<file path="src/hdl/rcr_map.svh">
// Purpose: Offsets, bit positions, reset values and vectors of the reset cause recorder
// Assumes: Included by bare name from design files
// Notes: Definitions only
`ifndef RCR_MAP_SVH
`define RCR_MAP_SVH

// ----------------------------------------
// Register offsets
// ----------------------------------------
`define RCR_OFF_PWRCTL 8'h00
`define RCR_OFF_STATUS 8'h01
`define RCR_OFF_CTRL 8'h02

// ----------------------------------------
// Power control bit positions
// ----------------------------------------
`define RCR_BIT_OVF 7
`define RCR_BIT_UNF 6
`define RCR_BIT_WINV 5
`define RCR_BIT_WDT 4
`define RCR_BIT_PIN 3
`define RCR_BIT_INSTR 2
`define RCR_BIT_POR 1
`define RCR_BIT_BROWN 0

// ----------------------------------------
// Core status and control bit positions
// ----------------------------------------
`define RCR_BIT_TMO 4
`define RCR_BIT_PWDN 3
`define RCR_BIT_STKEN 0
`define RCR_BIT_ASLEEP 7

// ----------------------------------------
// Reset values and load patterns
// ----------------------------------------
`define RCR_PWRCTL_POR_VAL 8'h3C
`define RCR_PWRCTL_BROWN_KEEP 8'h32
`define RCR_PWRCTL_BROWN_SET 8'h0C
`define RCR_PWRCTL_BROWN_CHK 8'hCD
`define RCR_CTRL_RST_VAL 1'b1
`define RCR_RESET_VEC 15'h0000
`define RCR_IRQ_VEC 15'h0004

`endif

</file>
<file path="src/hdl/rcr_pkg.sv">
// Purpose: Types and shared arithmetic of the reset cause recorder
// Assumes: Nothing is imported; users write rcr_pkg::name
// Notes: Program counter is 15 bits wide
`default_nettype none

package rcr_pkg;

  typedef logic [14:0] rcr_pc_t;

  typedef enum logic [0:0] {
    RS_IDLE = 1'b0,
    RS_WAIT_INSTR = 1'b1
  } rcr_rs_state_t;

  // Next program address
  function automatic rcr_pc_t rcr_pc_inc(input rcr_pc_t pc);
    rcr_pc_inc = rcr_pc_t'(pc + 15'h0001);
  endfunction

endpackage

`default_nettype wire

</file>
<file path="src/hdl/rcr_restart.sv">
// Purpose: Restart address after resets and wake-ups, deferred interrupt vector
// Assumes: Requests are one-cycle pulses, reset wins over wake
// Notes: Vector is taken after the next instruction retires
`include "rcr_map.svh"
`default_nettype none

module rcr_restart (
  // Clock and reset
  input wire logic clk_i,
  input wire logic rst_n_i,
  // Requests
  input wire logic reset_take_i,
  input wire logic wake_take_i,
  input wire logic irq_wake_i,
  input wire logic irq_enable_i,
  input wire rcr_pkg::rcr_pc_t pc_i,
  input wire logic instr_done_i,
  // Restart answers
  output logic restart_valid_o,
  output rcr_pkg::rcr_pc_t restart_pc_o,
  output logic vector_take_o,
  output rcr_pkg::rcr_pc_t push_addr_o
);

  rcr_pkg::rcr_rs_state_t state_r;
  rcr_pkg::rcr_rs_state_t state_nxt;
  logic valid_nxt;
  logic vec_nxt;
  rcr_pkg::rcr_pc_t pc_nxt;
  rcr_pkg::rcr_pc_t push_nxt;

  always_comb begin
    state_nxt = state_r;
    valid_nxt = 1'b0;
    vec_nxt = 1'b0;
    pc_nxt = restart_pc_o;
    push_nxt = push_addr_o;
    if (reset_take_i) begin
      valid_nxt = 1'b1;
      pc_nxt = `RCR_RESET_VEC;
      state_nxt = rcr_pkg::RS_IDLE;
    end else if (wake_take_i) begin
      valid_nxt = 1'b1;
      pc_nxt = rcr_pkg::rcr_pc_inc(pc_i);
      if (irq_wake_i && irq_enable_i) begin
        state_nxt = rcr_pkg::RS_WAIT_INSTR;
      end
    end else begin
      case (state_r)
        rcr_pkg::RS_WAIT_INSTR: begin
          if (instr_done_i) begin
            vec_nxt = 1'b1;
            push_nxt = rcr_pkg::rcr_pc_inc(restart_pc_o);
            pc_nxt = `RCR_IRQ_VEC;
            state_nxt = rcr_pkg::RS_IDLE;
          end
        end
        default: begin
          state_nxt = rcr_pkg::RS_IDLE;
        end
      endcase
    end
  end

  always_ff @(posedge clk_i or negedge rst_n_i) begin
    if (!rst_n_i) begin
      state_r <= rcr_pkg::RS_IDLE;
      restart_valid_o <= 1'b0;
      vector_take_o <= 1'b0;
      restart_pc_o <= `RCR_RESET_VEC;
      push_addr_o <= `RCR_RESET_VEC;
    end else begin
      state_r <= state_nxt;
      restart_valid_o <= valid_nxt;
      vector_take_o <= vec_nxt;
      restart_pc_o <= pc_nxt;
      push_addr_o <= push_nxt;
    end
  end

endmodule // rcr_restart

`default_nettype wire

</file>
<file path="src/hdl/rcr_rst_sync.sv">
// Purpose: Releases the asynchronous reset through two flip-flops
// Assumes: rst_n_i active low, asserted without a clock
// Notes: Release takes two clock edges
`default_nettype none

module rcr_rst_sync (
  // Clock and reset
  input wire logic clk_i,
  input wire logic rst_n_i,
  // Released reset
  output logic rst_n_o
);

  logic meta_r;
  logic sync_r;

  always_ff @(posedge clk_i or negedge rst_n_i) begin
    if (!rst_n_i) begin
      meta_r <= 1'b0;
      sync_r <= 1'b0;
    end else begin
      meta_r <= 1'b1;
      sync_r <= meta_r;
    end
  end

  assign rst_n_o = sync_r;

endmodule // rcr_rst_sync

`default_nettype wire

</file>
<file path="src/hdl/rcr_top.sv">
// Purpose: Records the cause of each reset and wake-up in sticky flags
// Assumes: Event inputs are one-cycle pulses synchronous to clk_i
// Notes: rst_n_i acts as the power-on reset of the flags
`include "rcr_map.svh"
`default_nettype none

module rcr_top (
  // Clock and reset
  input wire logic clk_i,
  input wire logic rst_n_i,
  // Reset and wake sources
  input wire logic por_evt_i,
  input wire logic bor_evt_i,
  input wire logic pin_rst_evt_i,
  input wire logic wdt_timeout_evt_i,
  input wire logic wdt_window_evt_i,
  input wire logic reset_instr_evt_i,
  input wire logic stack_ovf_evt_i,
  input wire logic stack_unf_evt_i,
  input wire logic irq_wake_evt_i,
  // Core state
  input wire logic asleep_i,
  input wire logic global_irq_enable_i,
  input wire rcr_pkg::rcr_pc_t pc_i,
  input wire logic instr_done_i,
  // Register port
  input wire logic [7:0] addr_i,
  input wire logic [7:0] wdata_i,
  input wire logic wr_i,
  input wire logic rd_i,
  output logic [7:0] rdata_o,
  // Restart control
  output logic core_reset_o,
  output logic restart_valid_o,
  output rcr_pkg::rcr_pc_t restart_pc_o,
  output logic vector_take_o,
  output rcr_pkg::rcr_pc_t push_addr_o
);

  // ----------------------------------------
  // Reset release
  // ----------------------------------------
  logic rst_n;

  rcr_rst_sync u_rst_sync (
    .clk_i(clk_i),
    .rst_n_i(rst_n_i),
    .rst_n_o(rst_n)
  );

  // ----------------------------------------
  // State
  // ----------------------------------------
  logic [7:0] power_control_reg;
  logic [7:0] pwrctl_nxt;
  logic timeout_status_r;
  logic timeout_status_nxt;
  logic power_down_status_r;
  logic power_down_status_nxt;
  logic stack_reset_enable_r;
  logic [7:0] rdata_nxt;
  logic core_reset_nxt;

  // ----------------------------------------
  // Event decode
  // ----------------------------------------
  wire is_por = por_evt_i;
  wire is_bor = bor_evt_i & ~is_por;
  wire any_power = is_por | is_bor;
  wire ovf_rst = stack_ovf_evt_i & stack_reset_enable_r;
  wire unf_rst = stack_unf_evt_i & stack_reset_enable_r;
  wire wdt_run = wdt_timeout_evt_i & ~asleep_i;
  wire wdt_wake = wdt_timeout_evt_i & asleep_i;
  wire irq_wake = irq_wake_evt_i & asleep_i;
  wire reset_take = any_power | pin_rst_evt_i | wdt_run | wdt_window_evt_i
    | reset_instr_evt_i | ovf_rst | unf_rst;
  wire wake_take = (wdt_wake | irq_wake) & ~reset_take;

  // ----------------------------------------
  // Register port decode
  // ----------------------------------------
  wire hit_pwrctl = addr_i == `RCR_OFF_PWRCTL;
  wire hit_status = addr_i == `RCR_OFF_STATUS;
  wire hit_ctrl = addr_i == `RCR_OFF_CTRL;
  wire pwrctl_wr = wr_i & hit_pwrctl;
  wire ctrl_wr = wr_i & hit_ctrl;
  wire [7:0] pwrctl_base = pwrctl_wr ? wdata_i : power_control_reg;
  wire [7:0] status_view = {3'h0, timeout_status_r, power_down_status_r, 3'h0};
  wire [7:0] ctrl_view = {asleep_i, 6'h00, stack_reset_enable_r};
  wire [7:0] rd_sel = hit_pwrctl ? power_control_reg :
    hit_status ? status_view :
    hit_ctrl ? ctrl_view : 8'h00;

  // ----------------------------------------
  // Power control flags
  // ----------------------------------------
  // Hardware events win over a firmware write in the same cycle
  always_comb begin
    pwrctl_nxt = pwrctl_base;
    if (is_por) begin
      pwrctl_nxt = `RCR_PWRCTL_POR_VAL;
    end else if (is_bor) begin
      pwrctl_nxt = (pwrctl_base & `RCR_PWRCTL_BROWN_KEEP) | `RCR_PWRCTL_BROWN_SET;
    end else begin
      if (ovf_rst) begin
        pwrctl_nxt[`RCR_BIT_OVF] = 1'b1;
      end
      if (unf_rst) begin
        pwrctl_nxt[`RCR_BIT_UNF] = 1'b1;
      end
      if (wdt_window_evt_i) begin
        pwrctl_nxt[`RCR_BIT_WINV] = 1'b0;
      end
      if (wdt_run) begin
        pwrctl_nxt[`RCR_BIT_WDT] = 1'b0;
      end
      if (pin_rst_evt_i) begin
        pwrctl_nxt[`RCR_BIT_PIN] = 1'b0;
      end
      if (reset_instr_evt_i) begin
        pwrctl_nxt[`RCR_BIT_INSTR] = 1'b0;
      end
    end
  end

  // ----------------------------------------
  // Timeout and power-down status
  // ----------------------------------------
  always_comb begin
    timeout_status_nxt = timeout_status_r;
    power_down_status_nxt = power_down_status_r;
    if (any_power) begin
      timeout_status_nxt = 1'b1;
      power_down_status_nxt = 1'b1;
    end else if (wdt_run) begin
      timeout_status_nxt = 1'b0;
    end else if (wdt_window_evt_i) begin
      timeout_status_nxt = 1'b1;
    end else if (pin_rst_evt_i && asleep_i) begin
      timeout_status_nxt = 1'b1;
      power_down_status_nxt = 1'b0;
    end else if (wdt_wake && !reset_take) begin
      timeout_status_nxt = 1'b0;
      power_down_status_nxt = 1'b0;
    end else if (irq_wake && !reset_take) begin
      timeout_status_nxt = 1'b1;
      power_down_status_nxt = 1'b0;
    end
  end

  assign rdata_nxt = rd_i ? rd_sel : 8'h00;
  assign core_reset_nxt = reset_take;

  // ----------------------------------------
  // Flip-flops
  // ----------------------------------------
  always_ff @(posedge clk_i or negedge rst_n) begin
    if (!rst_n) begin
      power_control_reg <= `RCR_PWRCTL_POR_VAL;
      timeout_status_r <= 1'b1;
      power_down_status_r <= 1'b1;
      stack_reset_enable_r <= `RCR_CTRL_RST_VAL;
      rdata_o <= 8'h00;
      core_reset_o <= 1'b0;
    end else begin
      power_control_reg <= pwrctl_nxt;
      timeout_status_r <= timeout_status_nxt;
      power_down_status_r <= power_down_status_nxt;
      if (ctrl_wr) begin
        stack_reset_enable_r <= wdata_i[`RCR_BIT_STKEN];
      end
      rdata_o <= rdata_nxt;
      core_reset_o <= core_reset_nxt;
    end
  end

  // ----------------------------------------
  // Restart address
  // ----------------------------------------
  rcr_restart u_restart (
    .clk_i(clk_i),
    .rst_n_i(rst_n),
    .reset_take_i(reset_take),
    .wake_take_i(wake_take),
    .irq_wake_i(irq_wake),
    .irq_enable_i(global_irq_enable_i),
    .pc_i(pc_i),
    .instr_done_i(instr_done_i),
    .restart_valid_o(restart_valid_o),
    .restart_pc_o(restart_pc_o),
    .vector_take_o(vector_take_o),
    .push_addr_o(push_addr_o)
  );

  // ----------------------------------------
  // Assertions
  // ----------------------------------------
  property p_ovf_sets;
    @(posedge clk_i) disable iff (!rst_n)
    stack_ovf_evt_i && stack_reset_enable_r && !any_power
      |=> power_control_reg[`RCR_BIT_OVF] && core_reset_o;
  endproperty
  a_ovf_sets: assert property (p_ovf_sets) else $error("overflow flag not set");

  property p_unf_sticky;
    @(posedge clk_i) disable iff (!rst_n)
    power_control_reg[`RCR_BIT_UNF] && !any_power && !(pwrctl_wr && !wdata_i[`RCR_BIT_UNF])
      |=> power_control_reg[`RCR_BIT_UNF];
  endproperty
  a_unf_sticky: assert property (p_unf_sticky) else $error("underflow flag lost");

  property p_stack_gate;
    @(posedge clk_i) disable iff (!rst_n)
    (stack_ovf_evt_i || stack_unf_evt_i) && !stack_reset_enable_r && !pwrctl_wr
      && !(any_power || pin_rst_evt_i || wdt_run || wdt_window_evt_i || reset_instr_evt_i)
      |=> !core_reset_o && $stable(power_control_reg);
  endproperty
  a_stack_gate: assert property (p_stack_gate) else $error("stack reset while off");

  property p_window;
    @(posedge clk_i) disable iff (!rst_n)
    wdt_window_evt_i && !any_power
      |=> !power_control_reg[`RCR_BIT_WINV] && timeout_status_r;
  endproperty
  a_window: assert property (p_window) else $error("window flag not cleared");

  property p_wdt_run;
    @(posedge clk_i) disable iff (!rst_n)
    wdt_run && !any_power
      |=> !power_control_reg[`RCR_BIT_WDT] && !timeout_status_r
      && restart_valid_o && restart_pc_o == `RCR_RESET_VEC;
  endproperty
  a_wdt_run: assert property (p_wdt_run) else $error("watchdog reset wrong");

  property p_pin_sleep;
    @(posedge clk_i) disable iff (!rst_n)
    pin_rst_evt_i && asleep_i && !any_power
      |=> !power_control_reg[`RCR_BIT_PIN] && timeout_status_r && !power_down_status_r;
  endproperty
  a_pin_sleep: assert property (p_pin_sleep) else $error("pin reset in sleep wrong");

  property p_instr;
    @(posedge clk_i) disable iff (!rst_n)
    reset_instr_evt_i && !any_power |=> !power_control_reg[`RCR_BIT_INSTR];
  endproperty
  a_instr: assert property (p_instr) else $error("instruction flag not cleared");

  property p_por;
    @(posedge clk_i) disable iff (!rst_n)
    is_por |=> power_control_reg == `RCR_PWRCTL_POR_VAL
      && timeout_status_r && power_down_status_r;
  endproperty
  a_por: assert property (p_por) else $error("power-on pattern wrong");

  property p_bor;
    @(posedge clk_i) disable iff (!rst_n)
    is_bor |=> (power_control_reg & `RCR_PWRCTL_BROWN_CHK) == `RCR_PWRCTL_BROWN_SET
      && timeout_status_r && power_down_status_r;
  endproperty
  a_bor: assert property (p_bor) else $error("brown-out pattern wrong");

  property p_wdt_wake;
    @(posedge clk_i) disable iff (!rst_n)
    wdt_wake && !reset_take && !pwrctl_wr
      |=> !timeout_status_r && !power_down_status_r && $stable(power_control_reg);
  endproperty
  a_wdt_wake: assert property (p_wdt_wake) else $error("watchdog wake wrong");

  property p_irq_wake;
    @(posedge clk_i) disable iff (!rst_n)
    irq_wake && !reset_take && !pwrctl_wr
      |=> timeout_status_r && !power_down_status_r && $stable(power_control_reg)
      && restart_pc_o == rcr_pkg::rcr_pc_inc($past(pc_i));
  endproperty
  a_irq_wake: assert property (p_irq_wake) else $error("interrupt wake wrong");

  property p_vector;
    @(posedge clk_i) disable iff (!rst_n)
    vector_take_o |-> restart_pc_o == `RCR_IRQ_VEC && $past(instr_done_i);
  endproperty
  a_vector: assert property (p_vector) else $error("vector taken early");

  property p_read;
    @(posedge clk_i) disable iff (!rst_n)
    rd_i && hit_pwrctl |=> rdata_o == $past(power_control_reg);
  endproperty
  a_read: assert property (p_read) else $error("power control read wrong");

  property p_pin_run;
    @(posedge clk_i) disable iff (!rst_n)
    pin_rst_evt_i && !any_power
      |=> !power_control_reg[`RCR_BIT_PIN] && core_reset_o;
  endproperty
  a_pin_run: assert property (p_pin_run) else $error("pin flag not cleared");

  property p_retain;
    @(posedge clk_i) disable iff (!rst_n)
    !pwrctl_wr && !any_power && !ovf_rst && !unf_rst && !wdt_run && !wdt_window_evt_i
      && !pin_rst_evt_i && !reset_instr_evt_i
      |=> $stable(power_control_reg);
  endproperty
  a_retain: assert property (p_retain) else $error("flag changed without cause");

  property p_stack_status;
    @(posedge clk_i) disable iff (!rst_n)
    (ovf_rst || unf_rst) && !any_power && !wdt_run && !wdt_window_evt_i
      && !(pin_rst_evt_i && asleep_i)
      |=> $stable(timeout_status_r) && $stable(power_down_status_r);
  endproperty
  a_stack_status: assert property (p_stack_status) else $error("status moved");

  property p_rdata_idle;
    @(posedge clk_i) disable iff (!rst_n)
    !rd_i |=> rdata_o == 8'h00;
  endproperty
  a_rdata_idle: assert property (p_rdata_idle) else $error("read data not idle");

  c_por: cover property (@(posedge clk_i) disable iff (!rst_n) is_por);
  c_wdt_wake: cover property (@(posedge clk_i) disable iff (!rst_n) wdt_wake && !reset_take);
  c_vector: cover property (@(posedge clk_i) disable iff (!rst_n) vector_take_o);
  c_ovf: cover property (@(posedge clk_i) disable iff (!rst_n) ovf_rst);
  c_pin_sleep: cover property (@(posedge clk_i) disable iff (!rst_n) pin_rst_evt_i && asleep_i);

endmodule // rcr_top

`default_nettype wire

</file>
<file path="config.mk">
export PLATFORM = sky130hd
export DESIGN_NAME = rcr_top
export DESIGN_NICKNAME = d
export VERILOG_FILES = /design/src/hdl/rcr_pkg.sv /design/src/hdl/rcr_restart.sv /design/src/hdl/rcr_rst_sync.sv /design/src/hdl/rcr_top.sv
export VERILOG_INCLUDE_DIRS = /design/src /design/src/hdl
export SDC_FILE = /design/constraint.sdc
export NUM_CORES = 1
export LEC_CHECK = 0
export ABC_AREA = 1
export ABC_CLOCK_PERIOD_IN_PS = 1920
export BUFFER_PORTS_ARGS = -buffer_cell sky130_fd_sc_hd__buf_4
export CORE_AREA = 2 2 90 92
export CTS_CLUSTER_DIAMETER = 30
export DETAILED_ROUTE_END_ITERATION = 7
export DIE_AREA = 0 0 92 94
export PLACE_DENSITY = 0.65
export SYNTH_ARGS = -nofsm -noshare
export SYNTH_HDL_FRONTEND = slang
export SYNTH_SLANG_ARGS = --single-unit
</file>
<file path="constraint.sdc">
create_clock -name clk_i -period 1.92 [get_ports clk_i]
set_input_delay 0.384 -clock clk_i [delete_from_list [all_inputs] [get_ports clk_i]]
set_output_delay 0.384 -clock clk_i [all_outputs]
set_load 0.05 [all_outputs]
</file>
Yosys cells after proc, flatten, opt, wreduce, memory -nomap -nowiden. Index checks and enable logic that the tools add are counted. Widths: inputs -> output; s select.

Output and inout bits: 41. Flip-flop bits (word level): 55.

$add $sub $neg: 2. Reduce and logical (&&, ||, !) cells: 18. Bitwise operators: 21. Eq/ne operators: 5. Mux-type cells: 41.

Operators by type and width (number): $mux 15 (4); $mux 8 (6); $add 15x1->15 const B (2); $mux 1 (30); $reduce_bool 4->1 (5); $and 1x1->1 (9); $reduce_bool 3->1 (3); $eq 8x1->1 const B (1); $eq 8x2->1 const B (1); $logic_not 8->1 (1); $or 1x1->1 (8); $mux 6 (1); $reduce_bool 6->1 (1); $logic_and 1x1->1 (4); $not 1->1 (4); $reduce_and 4->1 (1); $ne 3x3->1 const B (1); $reduce_and 3->1 (1); $ne 2x1->1 const B (1); $ne 2x2->1 const B (1); $reduce_and 2->1 (1); $logic_not 1->1 (1).

Depth between registers and ports, before layout.
Depth in word-level cells: 17. Gate-level depth with buffers: 10.

Cells and area by module. Synthesis repeated with hierarchy kept, for this count alone.

Cell total of the unflattened synthesis: 391. Area total of the unflattened synthesis: 2950.3 µm².

Modules (own cells, without submodules): rcr_restart (times used 1, cells an instance 257, area each 1873.0 µm²); rcr_top (times used 1, cells an instance 131, area each 1023.5 µm²); rcr_rst_sync (times used 1, cells an instance 3, area each 53.8 µm²).

Worst setup path before layout. OpenSTA, ideal clock, no wires.

Path kind: register to register. Start: register u_restart.restart_pc_o[1]. End: register u_restart.push_addr_o[14]. Setup time: 118 ps. Setup slack: 273 ps. Cell stages (with the launch flop): 9. Buffers on the path: 0. Data arrival time: 1529 ps. Clock period less this slack: 1647 ps. Required time: 1802 ps. Path through: dfrtp_1 > ha_1 > nand3_1 > nor2_1 > nand3_1 > nand2_1 > nand2_1 > nand2_1 > nand2_1.

Cells in the longest elaborated chain, start to end: 1.

RTL lines: start: declaration (RTL line rcr_restart.sv:20) `output rcr_pkg::rcr_pc_t restart_pc_o,`; start signal: assignment (RTL line rcr_restart.sv:70) `` restart_pc_o <= `RCR_RESET_VEC; ``; start signal: assignment (RTL line rcr_restart.sv:76) `restart_pc_o <= pc_nxt;`; $add 15x1->15 (RTL line rcr_pkg.sv:17) `rcr_pc_inc = rcr_pc_t'(pc + 15'h0001);`; end signal: assignment (RTL line rcr_restart.sv:71) `` push_addr_o <= `RCR_RESET_VEC; ``; end signal: assignment (RTL line rcr_restart.sv:77) `push_addr_o <= push_nxt;`; end: declaration (RTL line rcr_restart.sv:22) `output rcr_pkg::rcr_pc_t push_addr_o`.

Every way passes these cells. A chain may end at the register's enable or synchronous reset.

Worst setup path after layout. Same ends and word-level chain as after synthesis.

==> flow_summary_export.csv <==
group,metric,value,unit
timing,tns,0,ns
worst_setup_path,critPathSlowestCell,"dfrtp_1",
floorplanning,die_area,8648,um^2
clock_network,clock_latency,0.30,ns
yosys,synthTopCellsByCount,"nand2_1, nand3_1, dfrtp_1, inv_1, nor2_1",
timing,finalHoldViolCount,0,
place,portBuffers,87,
detailed_routing,drt_iter0_markers,170,
detailed_routing,postRouteWirelength,7189,um
place,routabilityCongestion,0.8782,
global_route,grt.total_usage,17.40,%
detailed_routing,drc,0,
floorplanning,die_h,94,um
clock_network,ctsHtreeMaxLevel,2,
clock_network,clockBufferDepth,2,
timing,max_freq,670.9,MHz
timing,finalSetupViolCount,0,
worst_setup_path,worstSetupStartpointType,"flip-flop",
timing,fin_crit_sh,77.64,%
worst_setup_path,cp_top_family,"simple AND/OR/NAND/NOR gates",
status,status,"complete, no violations",
floorplanning,floorplan.initialDensity,39.38,%
yosys,syn_area,2995,um^2
detailed_routing,vias_per_cell,4.612,
yosys,synth_most_common_cell,"nand2_1",
yosys,synth_fp_nets,452,
clock_network,clockRootBuffer,"clkbuf_8",
yosys,yosys.area.top_type,"dfrtp_1",
final_layout,final_nets,544,
worst_setup_path,crit_path_end_kind,"flip-flop",
clock_network,cts_tree,"done",
worst_setup_path,crit_required,2.13,ns
timing,whs,0.2400,ns
worst_setup_path,cpPeakStageDelay,0.45,ns
yosys,yosysTopAreaCellShare,40.10,%
final_layout,final_area,3871,um^2
power,p_per_area,528.4,nW/um^2
yosys,ys_async_sr_fraction,100.0,%
worst_setup_path,crit_path_frequent_cell,"nand2_1",
place,placed_area,3776,um^2
timing,rsz0062_at_grt,"false",
yosys,synthDistinctLibCells,31,
yosys,synth_warnings,0,
worst_setup_path,arrival,1.70,ns
detailed_routing,antenna_left,0,
worst_setup_path,path_cells,"ha_1 -> nand3_1 -> nor2_1 -> nand3_1 -> nand2_1 -> nand2_1 -> nand2_1 -> nand2_1",
power,ir_drop,0.2438,mV
worst_setup_path,path_max_fanout,4,
global_route,antenna_found_initial,0,
final_layout,top_regs,"u_restart.push_addr_o: 15 flops, u_restart.restart_pc_o: 15 flops",
job,cap_viol_max_count,0,
final_layout,synthToLayoutAreaGrowth,29.24,%
timing,slew_viol_final,0,
global_route,grt_max_degree,54,
yosys,seq_area_frac_synth,46.24,%
timing,skew,0.007320,ns
clock_network,clk_pin_slew,0.10,ns
final_layout,diodes,0,
worst_setup_path,crit_buf_inv,0,
yosys,ys_ff_latch,55,
power,p_total,0.002046,W
floorplanning,coreArea,7607,um^2
final_layout,fillers,782,
worst_setup_path,path_class,"flip-flop to flip-flop",
floorplanning,die_w,92,um
global_route,grt_overflow,0,
final_layout,fin_util,50.89,%
global_route,grt_pass1_vias,2657,
floorplanning,rows,32,
yosys,synth_area_leaders,"dfrtp_1, nand2_1, nand3_1",
detailed_routing,first_pass_iters,4,
clock_network,cts_buffers,5,
final_layout,drive_above_1_share,24.40,%
clock_network,cts_resized,0,
detailed_routing,wire_per_inst,12.02,um
place,dp_hpwl,5648,um
clock_network,cts.sinks,55,
power,p_leak,2.063,nW
global_route,grt_pass1_wl,12130,um
timing,fin_crit,1.491,ns
floorplanning,io_pins,88,
detailed_routing,vias,2758,
yosys,netlist_instances,403,
yosys,synth_flop_cell,"dfrtp_1",
worst_hold_path,hp-class,"flip-flop to asynchronous set/reset pin",
yosys,syn_area_per_cell,7.433,um^2
yosys,synth-edff-count,0,
cell type report:
class,count,area (um^2),share of cell area [%]
tap,102,127.6,3.297
multi-input combinational,298,1405,36.30
clock buffer,6,72.57,1.875
inverter,43,161.4,4.169
timing repair buffer,92,705.7,18.23
sequential,55,1386,35.81
clock inverter,2,12.51,0.3232
worst paths after layout:
kind,slack (ns),end,cells after the start,startpoint
max in group asynchronous,1.38,stack_reset_enable_r,1,u_rst_sync.rst_n_o
min in group clk_i,0.27,u_restart.state_r,2,instr_done_i
worst max register to register,0.43,u_restart.push_addr_o[14],8,u_restart.restart_pc_o[1]
worst min-delay path,0.24,rdata_o[7],1,u_rst_sync.rst_n_o
worst max-delay path,0.43,u_restart.push_addr_o[14],8,u_restart.restart_pc_o[1]
worst min register to register,0.24,rdata_o[7],1,u_rst_sync.rst_n_o
logic make-up (layout without fill, tap and decap cells):
group / count (synthesis) / count (layout) / share of synthesized area, %
buf+inv: 50 / 143 / 6.851
xor+xnor: 12 / 12 / 3.509
simple gates: 263 / 263 / 38.39
compound gates: 20 / 20 / 4.052
other cells: 1 / 1 / 0.1252
flops: 55 / 55 / 46.24
fa+ha+maj: 2 / 2 / 0.8353
placed cells by master, fill, tap and decap left out, types with 2 or more instances in the layout:
cell type  synthesis  final
dfrtp_1           48     47
nor3_1             2      2
ha_1               2      2
inv_1             41     41
buf_4              0     90
nor2_1            39     39
o21ai_0           11     11
nand2_2            4      4
xnor2_1            4      4
nor3_4             2      2
xor2_1             8      8
a21oi_1            3      3
nand3_1           49     49
dfstp_2            7      7
nand2_1          152    152
clkbuf_8           0      5
nand2_4            2      2
a21o_1             2      2
nor2_4             3      3
inv_2              2      2
nand4_1            7      7
per-layer routing:
metal	share of wire, %	vias up	global-route usage (%)
met2	45	58	27.88
met4	1.4	0	5.597
met1	50	1251	24.10
met3	3.2	7	2.970
li1	-	1442	-
met5	0	-	0
where the power goes:
part,internal (W),total [W],switching [W]
registers,0.00118,0.00119,0.0000111
clock network,0.000256,0.000619,0.000363
logic,0.000105,0.000237,0.000132
total,0.00154,0.00205,0.000506
through the flow:
stage               setup slack [ns]  instances
CTS                           0.4428        598
floorplan                     0.2734        403
global route                  0.3150        598
detailed placement            0.2137        589
global placement              0.2566        589
finish                        0.4294        598
what timing repair did:
item	in CTS	in global routing
hold buffers	1	0
setup buffers	0	0
endpoints found under the hold margin	2	0
worst reg2reg max path: stages (launching register included):
cell	delay (ns)
dfrtp_1	0.45
ha_1	0.22
nand3_1	0.15
nor2_1	0.26
nand3_1	0.11
nand2_1	0.07
nand2_1	0.04
nand2_1	0.05
nand2_1	0.04
(Power assumes the default switching activity.)
